$ cat src/common/dpe_pkg.sv
package dpe_pkg;
  // Register offsets from the debug base
  localparam logic [15:0] OFF_CTRL = 16'h0000;
  localparam logic [15:0] OFF_PIDS = 16'h0004;
  localparam logic [15:0] OFF_BUF_LO = 16'h0008;
  localparam logic [15:0] OFF_BUF_HI = 16'h000C;
  localparam logic [15:0] OFF_TARGET = 16'h0010;
  localparam logic [15:0] REG_SPAN = 16'h0014;
  // Debug base field default in config space
  localparam logic [12:0] BASE_RST = 13'h00E0;
  // Control and status bit positions
  localparam int CS_LEN_LSB = 0;
  localparam int CS_DIR = 4;
  localparam int CS_GO = 5;
  localparam int CS_ERR = 6;
  localparam int CS_EXC_LSB = 7;
  localparam int CS_INUSE = 10;
  localparam int CS_DONE = 16;
  localparam int CS_ENABLED = 28;
  localparam int CS_OWNER = 30;
  // Target address fields and reset values
  localparam int TA_ENDP_LSB = 0;
  localparam int TA_ADDR_LSB = 8;
  localparam logic [3:0] ENDP_RST = 4'h1;
  localparam logic [6:0] ADDR_RST = 7'h7F;
  // Exception codes
  localparam logic [2:0] EXC_NONE = 3'h0;
  localparam logic [2:0] EXC_XACT = 3'h1;
  localparam logic [2:0] EXC_PORT = 3'h2;
  // Handshake PID sent after good IN data
  localparam logic [7:0] PID_ACK = 8'hD2;
  localparam logic [3:0] MAX_BYTES = 4'h8;
  // Response timeout
  localparam int CLK_PERIOD_NS = 10;
  localparam int RESP_TIMEOUT_NS = 2000;
  localparam int RESP_TIMEOUT_CYC = (RESP_TIMEOUT_NS / CLK_PERIOD_NS < 1) ? 1 :
      RESP_TIMEOUT_NS / CLK_PERIOD_NS;

  // Transaction states
  typedef enum logic [6:0] {
    ST_IDLE = 7'b000_0001,
    ST_TOKEN = 7'b000_0010,
    ST_DOUT = 7'b000_0100,
    ST_WHS = 7'b000_1000,
    ST_WDATA = 7'b001_0000,
    ST_ACK = 7'b010_0000,
    ST_DONE = 7'b100_0000
  } dpe_state_type;

  // Byte toward the link layer
  typedef struct packed {
    logic last;
    logic [7:0] data;
  } dpe_txbyte_type;

  // Byte from the link layer
  typedef struct packed {
    logic err;
    logic last;
    logic [7:0] data;
  } dpe_rxbyte_type;
endpackage

$ cat src/hw/dpe_engine.sv
`timescale 1ns/100ps

////////////////////////////////////////////////////////////////////////////////
// Two-entry buffer between engine and link
module dpe_two_entry_buf #(
  parameter int WIDTH = 9,
  parameter int DEPTH = 2
) (
  input wire logic clk,
  input wire logic rst_b,
  input wire logic inValid,
  output logic inReady,
  input wire logic [WIDTH-1:0] inData,
  output logic outValid,
  input wire logic outReady,
  output logic [WIDTH-1:0] outData
);
  localparam int PW = (DEPTH > 1) ? $clog2(DEPTH) : 1;
  logic [WIDTH-1:0] mem_r [0:DEPTH-1];
  logic [PW-1:0] wrPtr_r;
  logic [PW-1:0] rdPtr_r;
  logic [PW:0] count_r;
  wire logic push = inValid && inReady;
  wire logic pop = outValid && outReady;

  // Honest full and empty
  assign inReady = (count_r != (PW+1)'(DEPTH));
  assign outValid = (count_r != '0);
  assign outData = mem_r[rdPtr_r];

  // Pointers and occupancy
  always_ff @(posedge clk or negedge rst_b) begin
    if (!rst_b) begin
      wrPtr_r <= '0;
      rdPtr_r <= '0;
      count_r <= '0;
    end else begin
      if (push) wrPtr_r <= (wrPtr_r == PW'(DEPTH - 1)) ? '0 : wrPtr_r + 1'b1;
      if (pop) rdPtr_r <= (rdPtr_r == PW'(DEPTH - 1)) ? '0 : rdPtr_r + 1'b1;
      count_r <= count_r + (PW+1)'(push) - (PW+1)'(pop);
    end
  end

  // Storage
  always_ff @(posedge clk) begin
    if (push) mem_r[wrPtr_r] <= inData;
  end
endmodule // dpe_two_entry_buf

////////////////////////////////////////////////////////////////////////////////
// Debug port transaction engine
module dpe_engine (
  input wire logic clk,
  input wire logic rst_b,
  input wire logic [12:0] debugBaseConfig,
  input wire logic memSel,
  input wire logic memWr,
  input wire logic [15:0] memAddr,
  input wire logic [3:0] memBe,
  input wire logic [31:0] memWdata,
  output logic memHit,
  output logic [31:0] memRdata,
  input wire logic portEnabled,
  input wire logic portEnableChange,
  input wire logic portSuspended,
  input wire logic portInReset,
  output logic ownerTake,
  output logic ownerForce,
  output logic txValid,
  input wire logic txReady,
  output dpe_pkg::dpe_txbyte_type txByte,
  input wire logic rxValid,
  input wire dpe_pkg::dpe_rxbyte_type rxByte
);
  dpe_pkg::dpe_state_type state_r, state_nxt;
  logic [3:0] len_r;
  logic dir_r, go_r, err_r, inUse_r, done_r, enabled_r, owner_r;
  logic [2:0] exc_r, resExc_r;
  logic [7:0] tokenPid_r, sendPid_r, capPid_r;
  logic [3:0] endp_r;
  logic [6:0] addr_r;
  logic [7:0] dataBuf_r [0:7];
  logic [3:0] txIdx_r, rxCnt_r;
  logic rxFirst_r;
  logic [15:0] waitCnt_r;
  logic bufInReady;

  //////////////////////////////////////////////////////////////////////////////
  // Address decode against the config-space base
  wire logic [15:0] offset = memAddr - {3'b000, debugBaseConfig};
  wire logic [2:0] wordIdx = offset[4:2];
  assign memHit = memSel && (offset < dpe_pkg::REG_SPAN);
  wire logic wrHit = memHit && memWr;
  wire logic wrCtrl = wrHit && (wordIdx == dpe_pkg::OFF_CTRL[4:2]);
  wire logic wrPids = wrHit && (wordIdx == dpe_pkg::OFF_PIDS[4:2]);
  wire logic wrBufLo = wrHit && (wordIdx == dpe_pkg::OFF_BUF_LO[4:2]);
  wire logic wrBufHi = wrHit && (wordIdx == dpe_pkg::OFF_BUF_HI[4:2]);
  wire logic wrTarget = wrHit && (wordIdx == dpe_pkg::OFF_TARGET[4:2]);

  // Control word write effects
  wire logic launch = wrCtrl && memBe[0] && memWdata[dpe_pkg::CS_GO]
      && state_r == dpe_pkg::ST_IDLE;
  wire logic finish = (state_r == dpe_pkg::ST_DONE);
  wire logic doneClr = wrCtrl && memBe[2] && memWdata[dpe_pkg::CS_DONE];
  wire logic enWr = wrCtrl && memBe[3];
  wire logic portBad = portSuspended || portInReset;

  //////////////////////////////////////////////////////////////////////////////
  // Outgoing byte selection
  wire logic [7:0] tokB1 = {endp_r[0], addr_r};
  wire logic [7:0] tokB2 = {5'h00, endp_r[3:1]};
  wire logic [7:0] tokByte = (txIdx_r == 4'h0) ? tokenPid_r :
      (txIdx_r == 4'h1) ? tokB1 : tokB2;
  wire logic [7:0] doutByte = (txIdx_r == 4'h0) ? sendPid_r :
      dataBuf_r[txIdx_r[2:0] - 3'h1];
  wire logic doutLast = (txIdx_r == len_r);
  wire logic pushValid = (state_r == dpe_pkg::ST_TOKEN) || (state_r == dpe_pkg::ST_DOUT)
      || (state_r == dpe_pkg::ST_ACK);
  wire logic pushFire = pushValid && bufInReady;
  wire logic [7:0] pushData = (state_r == dpe_pkg::ST_TOKEN) ? tokByte :
      (state_r == dpe_pkg::ST_DOUT) ? doutByte : dpe_pkg::PID_ACK;
  wire logic pushLast = (state_r == dpe_pkg::ST_TOKEN) ? (txIdx_r == 4'h2) :
      (state_r == dpe_pkg::ST_DOUT) ? doutLast : 1'b1;
  wire dpe_pkg::dpe_txbyte_type pushByte = '{last: pushLast, data: pushData};

  // Stall-safe path to the link
  dpe_two_entry_buf #(.WIDTH(9), .DEPTH(2)) txBuf (
    .clk(clk),
    .rst_b(rst_b),
    .inValid(pushValid),
    .inReady(bufInReady),
    .inData(pushByte),
    .outValid(txValid),
    .outReady(txReady),
    .outData(txByte)
  );

  //////////////////////////////////////////////////////////////////////////////
  // Received byte classification
  wire logic pidBad = (rxByte.data[7:4] != ~rxByte.data[3:0]);
  wire logic pidHs = (rxByte.data[1:0] == 2'b10);
  wire logic rxWait = (state_r == dpe_pkg::ST_WHS) || (state_r == dpe_pkg::ST_WDATA);
  wire logic timeoutHit = rxWait && (waitCnt_r == 16'(dpe_pkg::RESP_TIMEOUT_CYC - 1));
  wire logic rxTake = rxWait && rxValid;
  wire logic rxPid = rxTake && rxFirst_r;
  wire logic rxData = rxTake && !rxFirst_r && (state_r == dpe_pkg::ST_WDATA);
  wire logic rxOver = rxData && (rxCnt_r == dpe_pkg::MAX_BYTES);
  wire logic rxFail = rxTake && (rxByte.err || (rxFirst_r && pidBad) || rxOver);

  // Next state of a transaction
  always_comb begin
    state_nxt = state_r;
    case (state_r)
      dpe_pkg::ST_IDLE: if (launch) state_nxt = dpe_pkg::ST_TOKEN;
      dpe_pkg::ST_TOKEN: if (pushFire && pushLast) begin
        state_nxt = dir_r ? dpe_pkg::ST_DOUT : dpe_pkg::ST_WDATA;
      end
      dpe_pkg::ST_DOUT: if (pushFire && pushLast) state_nxt = dpe_pkg::ST_WHS;
      dpe_pkg::ST_WHS: if (rxTake || timeoutHit) state_nxt = dpe_pkg::ST_DONE;
      dpe_pkg::ST_WDATA: begin
        if (timeoutHit || rxFail) state_nxt = dpe_pkg::ST_DONE;
        else if (rxPid && pidHs) state_nxt = dpe_pkg::ST_DONE;
        else if (rxTake && rxByte.last) state_nxt = dpe_pkg::ST_ACK;
      end
      dpe_pkg::ST_ACK: if (pushFire) state_nxt = dpe_pkg::ST_DONE;
      dpe_pkg::ST_DONE: state_nxt = dpe_pkg::ST_IDLE;
      default: state_nxt = dpe_pkg::ST_IDLE;
    endcase
    if (portBad && !(state_r inside {dpe_pkg::ST_IDLE, dpe_pkg::ST_DONE})) begin
      state_nxt = dpe_pkg::ST_DONE;
    end
  end

  // Transaction sequencing
  always_ff @(posedge clk or negedge rst_b) begin
    if (!rst_b) begin
      state_r <= dpe_pkg::ST_IDLE;
      txIdx_r <= 4'h0;
    end else begin
      state_r <= state_nxt;
      if (state_nxt != state_r) txIdx_r <= 4'h0;
      else if (pushFire) txIdx_r <= txIdx_r + 4'h1;
    end
  end

  // Receive counters and response timer
  always_ff @(posedge clk or negedge rst_b) begin
    if (!rst_b) begin
      rxFirst_r <= 1'b1;
      rxCnt_r <= 4'h0;
      waitCnt_r <= 16'h0000;
    end else begin
      waitCnt_r <= (!rxWait || rxTake) ? 16'h0000 : waitCnt_r + 16'h0001;
      if (launch) rxFirst_r <= 1'b1;
      else if (rxTake) rxFirst_r <= 1'b0;
      if (launch) rxCnt_r <= 4'h0;
      else if (rxData && !rxOver) rxCnt_r <= rxCnt_r + 4'h1;
    end
  end

  // Exception class gathered during the run
  always_ff @(posedge clk or negedge rst_b) begin
    if (!rst_b) resExc_r <= dpe_pkg::EXC_NONE;
    else if (launch) resExc_r <= dpe_pkg::EXC_NONE;
    else if (portBad && !(state_r inside {dpe_pkg::ST_IDLE, dpe_pkg::ST_DONE})) begin
      resExc_r <= dpe_pkg::EXC_PORT;
    end else if ((rxFail || timeoutHit) && resExc_r == dpe_pkg::EXC_NONE) begin
      resExc_r <= dpe_pkg::EXC_XACT;
    end
  end

  //////////////////////////////////////////////////////////////////////////////
  // Control and status word
  always_ff @(posedge clk or negedge rst_b) begin
    if (!rst_b) begin
      len_r <= 4'h0;
      dir_r <= 1'b0;
      go_r <= 1'b0;
      err_r <= 1'b0;
      exc_r <= dpe_pkg::EXC_NONE;
      inUse_r <= 1'b0;
      done_r <= 1'b0;
    end else begin
      if (wrCtrl && memBe[0]) begin
        len_r <= memWdata[dpe_pkg::CS_LEN_LSB +: 4];
        dir_r <= memWdata[dpe_pkg::CS_DIR];
      end
      if (wrCtrl && memBe[1]) inUse_r <= memWdata[dpe_pkg::CS_INUSE];
      if (launch) go_r <= 1'b1;
      if (finish) begin
        go_r <= 1'b0;
        done_r <= 1'b1;
        err_r <= (resExc_r != dpe_pkg::EXC_NONE);
        exc_r <= resExc_r;
        if (!dir_r) len_r <= rxCnt_r;
      end else if (doneClr) begin
        done_r <= 1'b0;
      end
    end
  end

  // Port enable and ownership override
  always_ff @(posedge clk or negedge rst_b) begin
    if (!rst_b) begin
      enabled_r <= 1'b0;
      owner_r <= 1'b0;
    end else begin
      if (portEnableChange) enabled_r <= 1'b0;
      else if (enWr && !memWdata[dpe_pkg::CS_ENABLED]) enabled_r <= 1'b0;
      else if (enWr && portEnabled) enabled_r <= 1'b1;
      if (enWr) owner_r <= memWdata[dpe_pkg::CS_OWNER];
    end
  end
  assign ownerForce = owner_r;
  assign ownerTake = enWr && memWdata[dpe_pkg::CS_OWNER];

  // PID and target registers
  always_ff @(posedge clk or negedge rst_b) begin
    if (!rst_b) begin
      tokenPid_r <= 8'h00;
      sendPid_r <= 8'h00;
      capPid_r <= 8'h00;
      endp_r <= dpe_pkg::ENDP_RST;
      addr_r <= dpe_pkg::ADDR_RST;
    end else begin
      if (wrPids && memBe[0]) tokenPid_r <= memWdata[7:0];
      if (wrPids && memBe[1]) sendPid_r <= memWdata[15:8];
      if (rxPid) capPid_r <= rxByte.data;
      if (wrTarget && memBe[0]) endp_r <= memWdata[dpe_pkg::TA_ENDP_LSB +: 4];
      if (wrTarget && memBe[1]) addr_r <= memWdata[dpe_pkg::TA_ADDR_LSB +: 7];
    end
  end

  // Data buffer, one byte lane each
  genvar gb;
  generate
    for (gb = 0; gb < 8; gb++) begin : gBuf
      wire logic busWr = (gb < 4) ? (wrBufLo && memBe[gb % 4]) :
          (wrBufHi && memBe[gb % 4]);
      wire logic engWr = rxData && !rxOver && (rxCnt_r[2:0] == 3'(gb));
      always_ff @(posedge clk or negedge rst_b) begin
        if (!rst_b) dataBuf_r[gb] <= 8'h00;
        else if (engWr) dataBuf_r[gb] <= rxByte.data;
        else if (busWr) dataBuf_r[gb] <= memWdata[(gb % 4) * 8 +: 8];
      end
    end
  endgenerate

  //////////////////////////////////////////////////////////////////////////////
  // Read data mux
  wire logic [31:0] ctrlWord = {1'b0, owner_r, 1'b0, enabled_r, 11'h000, done_r, 5'h00,
      inUse_r, exc_r, err_r, go_r, dir_r, len_r};
  wire logic [31:0] pidsWord = {8'h00, capPid_r, sendPid_r, tokenPid_r};
  wire logic [31:0] targetWord = {17'h0_0000, addr_r, 4'h0, endp_r};
  wire logic [31:0] rdWord =
      (wordIdx == dpe_pkg::OFF_CTRL[4:2]) ? ctrlWord :
      (wordIdx == dpe_pkg::OFF_PIDS[4:2]) ? pidsWord :
      (wordIdx == dpe_pkg::OFF_BUF_LO[4:2]) ?
      {dataBuf_r[3], dataBuf_r[2], dataBuf_r[1], dataBuf_r[0]} :
      (wordIdx == dpe_pkg::OFF_BUF_HI[4:2]) ?
      {dataBuf_r[7], dataBuf_r[6], dataBuf_r[5], dataBuf_r[4]} : targetWord;

  // Registered read answer
  always_ff @(posedge clk or negedge rst_b) begin
    if (!rst_b) memRdata <= 32'h0000_0000;
    else if (memHit && !memWr) memRdata <= rdWord;
    else memRdata <= 32'h0000_0000;
  end
endmodule // dpe_engine

$ cat config.mk
export PLATFORM = sky130hd
export DESIGN_NAME = dpe_engine
export DESIGN_NICKNAME = d
export VERILOG_FILES = /design/src/common/dpe_pkg.sv /design/src/hw/dpe_engine.sv
export SDC_FILE = /design/constraint.sdc
export NUM_CORES = 1
export LEC_CHECK = 0
export ABC_AREA = 1
export BUFFER_PORTS_ARGS = -buffer_cell sky130_fd_sc_hd__buf_4
export CAP_MARGIN = 0
export CELL_PAD_IN_SITES_DETAIL_PLACEMENT = 1
export CELL_PAD_IN_SITES_GLOBAL_PLACEMENT = 2
export CORE_MARGIN = 5
export CORE_UTILIZATION = 34
export DETAILED_ROUTE_END_ITERATION = 6
export GPL_TIMING_DRIVEN = 0
export PLACE_DENSITY_LB_ADDON = 0.1
export SYNTH_ARGS = -nofsm -noshare
export SYNTH_HDL_FRONTEND = slang
export SYNTH_SLANG_ARGS = --single-unit
export TNS_END_PERCENT = 50
$ cat constraint.sdc
create_clock -name clk -period 3.5 [get_ports clk]
set_input_delay 0.525 -clock clk [delete_from_list [all_inputs] [get_ports clk]]
set_output_delay 0.525 -clock clk [all_outputs]
set_load 0.01 [all_outputs]
==> run metrics, run 1 <==
die height=196 um; Mapped Area=11700 sq um; final instance area=13900 sq um; Pwr Density=393 nW/um^2; vias=11200; headroom to the max-slew limit=0.398; fin crit period=3.31 ns; Final Hold Fails=1; R2R Path Start=txIdx_r[0]; Die ar.=38200 sq um; Setup CP Type=input port to flip-flop; final setup violation count=0; RD Place Congestion=0.939; GRT Total Usage=0.238; Worst Reg-to-Reg Cells=10; largest net degree at the start of global routing=107; Die X=196 um; Yosys Warn Count=0; Final Util=0.405; layout cells sized above 1=0.154; max cap viols=0; IO Port Bufs=129; Worst-Margin Slew=0.897 ns; fmax=302 MHz; peak supply drop=0.320 mV; Remaining DRCs=0; hold_ws=-0.00804 ns; Placement Cell Area=13300 sq um; Reg area=5110 sq um; via-per-instance ratio=5.11; initial antenna violation count=1; Synth cell types=51; crit share post-route=0.945; CTS root buffer=clkbuf_16; Required @ worst endpoint=3.83 ns; wire per inst=20.7 um; clk buf depth=2; fin cells=2201; DR pass1 iterations=5; CTS Sinks=200; Initial Util=0.341; Hold-fix buffers, CTS=0; CTS clock-pin slew for the worst setup and hold paths=0.08 ns; Leakage Power=0.00658 uW; antenna cells=0; hold crit path type=input port to async pin; critical path's most frequent cell=nand2_1; global route overflow=0; commonest non-fill, non-tap cell in the layout=nand2_1; H-tree depth=4; register area share after synthesis=0.436; crit-path max FO=10; Syn Inst Count=1585; Reg2Reg Setup Slack=0.22 ns; first-pass GRT wire length=69.7 mm; reg-to-reg endpoint=txBuf.mem_r[0][1]; later-pin clock latency in the skew report=0.47 ns; Critical Path Sink Type=flip-flop; CTS tree=done; row cnt=68; vias in the first global route=11500; crit path cell chain=buf_4 -> inv_1 -> ha_1 -> nand2_1 -> nand2_1 -> inv_1 -> nand2_1 -> nand2_1 -> nand2_1 -> nand2_1 -> buf_1 -> inv_1 -> clkbuf_1 -> nand2_1 -> a311oi_1; Worst Setup SP=debugBaseConfig[3]; syn_area_per_cell=7.39 sq um; Detailed Route WL=45.6 mm; CTS Buf Count=17; Layout fillers=4307; Placed Cells incl. Taps=2170; multi-input logic area=5620 sq um; Final HPWL DP=36.0 mm; Worst Path Buf+Inv=6; Nets=1843; failing checks=negative hold slack; Routed Antenna Nets=0; RSZ-0062 raised after global routing=false; arrival time at the worst endpoint=3.64 ns; Slew Viols, Final=0; synth-to-layout area growth=18.7%; Core ar.=34300 sq um; Setup TNS=0 ns; CP max stage delay=0.56 ns; DRT iter0 DRCs=570; status=complete, but fails checks; #FFs+latches synth=200; IO Pins=130; critical path startpoint category=input port; Worst Skew=0.00926 ns; most frequent cells in the layout=432 x nand2_1, 184 x inv_1, 171 x dfrtp_1; syn nets=1695; Crit-path slowest cell=clkbuf_1; Top Family by Delay on Critical Path=buffers and inverters; number of cells on the critical path=15
==> stage by stage <==
step | hold slack [ns] | setup WS (ns) | power, uW
after floorplan | 0.229 | 0.720 | 3060
after global placement | 0.445 | -0.412 | 3460
after detailed placement | 0.459 | -0.477 | 3490
after CTS | 0.0168 | 0.000767 | 5520
after global routing | 0.0269 | 0.00529 | 5720
final | -0.00804 | 0.192 | 5460
==> per-layer routing <==
layer	global-route usage	up-vias	wire length, um
met4	0.0721	2	1080
met5	0	-	13
li1	-	5473	-
met3	0.0350	48	1510
met2	0.397	214	21900
met1	0.321	5509	21000
==> sequential cells by signal, indices dropped and copies added, names as in the netlist, 4 cells and up <==
register     cells
memRdata        32
txIdx_r          4
addr_r           7
capPid_r         8
tokenPid_r       8
sendPid_r        8
dataBuf_r       64
endp_r           4
state_r          7
rxCnt_r          4
txBuf.mem_r     18
len_r            4
waitCnt_r       16
==> kinds of logic (layout without fill, tap and decap cells) <==
| group | count (synthesis) | in the layout | synth area share |
|---|---|---|---|
| and+or+nand+nor | 710 | 710 | 0.251 |
| muxes | 3 | 3 | 0.00289 |
| xor gates and xnor gates | 20 | 20 | 0.0150 |
| buffers and inverters | 258 | 419 | 0.0863 |
| adders and majority gates | 25 | 25 | 0.0267 |
| DFF | 200 | 200 | 0.436 |
| AOI/OAI and AO/OA | 369 | 369 | 0.181 |
==> synthesized netlist by cell type (all sizes together) <==
master / n / area (sq um)
a221oi: 5 / 43.8
nand4: 19 / 125
nor3b: 5 / 37.5
and2: 1 / 6.26
o21a: 1 / 7.51
a22oi: 2 / 15.0
nor2: 158 / 618
o21ai: 206 / 1150
nor4: 2 / 18.8
clkbuf: 32 / 120
a311oi: 2 / 17.5
a31oi: 10 / 62.6
a21oi: 91 / 455
dfrtp: 172 / 4300
xnor2: 8 / 70.1
a211oi: 8 / 60.1
a221o: 1 / 10.0
o22ai: 24 / 150
o221ai: 1 / 8.76
nand3b: 4 / 30.0
nor3: 20 / 116
ha: 25 / 313
edfxtp: 18 / 541
a22o: 1 / 8.76
dfstp: 10 / 263
buf: 15 / 97.6
or2: 1 / 6.26
a21boi: 1 / 7.51
xor2: 12 / 105
o211ai: 16 / 125
inv: 197 / 739
and3: 1 / 6.26
mux2: 3 / 33.8
clkinv: 14 / 52.6
nand3: 59 / 305
nand2: 440 / 1670
==> final cells by class <==
cell class                      count  area share
Clock inverter                     15      0.0111
Sequential cell                   200       0.368
Timing Repair Buffer              131      0.0727
Clock buffer                       17      0.0306
Tap cell                          455      0.0410
Buffer                             45      0.0156
Multi-Input combinational cell   1127       0.405
Inverter                          211      0.0570
==> worst max path at each step <==
stage | to | slack (ns)
after floorplan | ownerTake | 0.72
after global placement | len_r[2] | -0.41
after detailed placement | len_r[3] | -0.48
after CTS | txBuf.mem_r[1][2] | 0.0008
after global routing | ownerTake | 0.005
final | memRdata[11] | 0.19
==> timing repair <==
item / CTS / global route
endpoints found under the setup margin: 17 / 48
pin swaps: 1 / 1
setup buffers: 1 / 0
resized for setup: 6 / 10
==> power by group <==
group          switching (uW)  internal, uW
logic                     700           305
clock network            1070           956
registers                41.4          2390
total                    1810          3650
(Power assumes the default switching activity.)
==> run 2, diff against run 1 <==
--- a/config.mk
+++ b/config.mk
@@ -11,10 +11,11 @@
 export CELL_PAD_IN_SITES_DETAIL_PLACEMENT = 1
 export CELL_PAD_IN_SITES_GLOBAL_PLACEMENT = 2
 export CORE_MARGIN = 5
-export CORE_UTILIZATION = 34
+export CORE_UTILIZATION = 31
 export DETAILED_ROUTE_END_ITERATION = 6
 export GPL_TIMING_DRIVEN = 0
 export PLACE_DENSITY_LB_ADDON = 0.1
+export SKIP_LAST_GASP = 1
 export SYNTH_ARGS = -nofsm -noshare
 export SYNTH_HDL_FRONTEND = slang
 export SYNTH_SLANG_ARGS = --single-unit
==> constraint.sdc (replaced) <==
create_clock -name clk -period 2.9 [get_ports clk]
set_input_delay 0.435 -clock clk [delete_from_list [all_inputs] [get_ports clk]]
set_output_delay 0.435 -clock clk [all_outputs]
set_load 0.01 [all_outputs]
==> run 2 against run 1 <==
Against the previous run: the flow finishes with violations (negative setup slack); sequential share of layout area down 2.5 points; via count up 1.2%; final area up 7.4%; non-clock buffer count up 31; first-iteration DRC count up 23%; clock-buffer cell count unchanged; routed wire length up 4.1%; largest cell class unchanged; largest power group unchanged.
==> run metrics, run 2 (same netlist as run 1, synthesis figures left out) <==
crit share post-route=1.00; vias in the first global route=11700; headroom to the max-slew limit=0.438; Worst-Margin Slew=0.839 ns; DP Worst Slack=-1.03 ns; die height=204 um; initial antenna violation count=0; crit-path max FO=5; Routed Antenna Nets=0; Final Util=0.398; Reg area=5110 sq um; GRT Total Usage=0.229; RSZ-0062 raised after global routing=true; CTS clock-pin slew for the worst setup and hold paths=0.08 ns; Detailed Route WL=47.5 mm; global route overflow=0; critical path startpoint category=input port; row cnt=71; final setup violation count=1; vias=11400; Die X=204 um; fin crit period=2.91 ns; Final Hold Fails=0; commonest non-fill, non-tap cell in the layout=nand2_1; arrival time at the worst endpoint=2.47 ns; hold crit path type=input port to flip-flop; via-per-instance ratio=4.98; Pwr Density=459 nW/um^2; failing checks=negative setup slack; Nets=1874; Top reg by flops=dataBuf_r; first-pass GRT wire length=72.2 mm; IO Pins=130; fmax=344 MHz; Placement Cell Area=13300 sq um; Reg2Reg Setup Slack=0.17 ns; Remaining DRCs=0; Die ar.=41700 sq um; IO Port Bufs=129; synth-to-layout area growth=27.6%; Final HPWL DP=36.6 mm; H-tree depth=4; Setup CP Type=input port to output pin; Largest register FFs=64; DRT iter0 DRCs=699; Layout fillers=4633; final instance area=14900 sq um; peak supply drop=0.423 mV; CTS Sinks=200; wire per inst=20.7 um; final worst setup slack=-0.00565 ns; Leakage Power=0.00690 uW; status=complete, but fails checks; DR pass1 iterations=5; most frequent cells in the layout=393 x nand2_1, 171 x dfrtp_1, 169 x inv_1; later-pin clock latency in the skew report=0.47 ns; CTS root buffer=clkbuf_16; CTS Buf Count=17; RD Place Congestion=0.917; Core ar.=37500 sq um; Critical Path Sink Type=output pin; biggest regs=dataBuf_r: 64 flops, memRdata: 32 flops, txBuf.mem_r: 18 flops; max cap viols=0; Required @ worst endpoint=2.47 ns; layout cells sized above 1=0.237; Initial Util=0.312; Setup TNS=-0.00565 ns; CTS tree=done; Worst Skew=0.0150 ns; Slew Viols, Final=0; clk buf depth=2; antenna cells=0; largest net degree at the start of global routing=112; multi-input logic area=6200 sq um
## run 2: power breakdown
group / total [uW] / internal, uW / switching (uW)
clock network: 2520 / 1290 / 1230
registers: 2930 / 2880 / 50.0
logic: 1400 / 454 / 948
## run 2: final cells by class
class	count	area share
plain buffers	44	0.0178
clock buffers	17	0.0285
clock inverters	15	0.0112
inverters	211	0.0545
multi-input cells	1127	0.415
flip-flops and latches	200	0.342
well taps	511	0.0428
repair buffers	163	0.0877
## run 2: repair_timing
item / 4_1_cts / 5_1_grt
setup endpoints to repair: 150 / 146
endpoints found under the hold margin: 63 / 0
gates cloned: 0 / 1
pin swaps: 28 / 17
buffers inserted: 7 / 24
gates resized for setup: 101 / 116
hold buffers: 1 / 0
## run 2: metal layers
layer / GRT usage / routed length, um
met1: 0.317 / 21800
met2: 0.379 / 22900
met3: 0.0303 / 1680
met4: 0.0615 / 1040
met5: 0 / 0
## run 2: worst paths after layout
| path | startpoint | end | cells after the start |
|---|---|---|---|
| min | portEnableChange | enabled_r | 2 |
| min in group asynchronous | rst_b | memRdata[29] | 2 |
| max | debugBaseConfig[8] | ownerTake | 17 |
| min reg2reg | waitCnt_r[0] | waitCnt_r[0] | 1 |
| max reg2reg | state_r[6] | txIdx_r[0] | 17 |
| max in group asynchronous | rst_b | state_r[1] | 3 |
## run 2: worst max-delay path, cell delays in order
cell and delay [ns]:
buf_4 0.11, inv_2 0.06, ha_4 0.23, nand2_4 0.10
nor2_4 0.05, buf_4 0.12, and2_1 0.15, nand2_2 0.08
nand2_1 0.07, nand2_2 0.07, nand2_1 0.06, nor2_1 0.12
nand3_2 0.11, nor3_4 0.32, nand3_2 0.16, nor2_2 0.10
buf_4 0.12
## run 2: stage by stage
step	total power [uW]	hold WS, ns	instances
floorplan	3690	0.139	1585
global placement	4200	0.448	2225
detailed placement	4230	0.461	2226
CTS	6870	0.103	2264
global route	7200	0.110	2288
finish	6860	0.126	2288
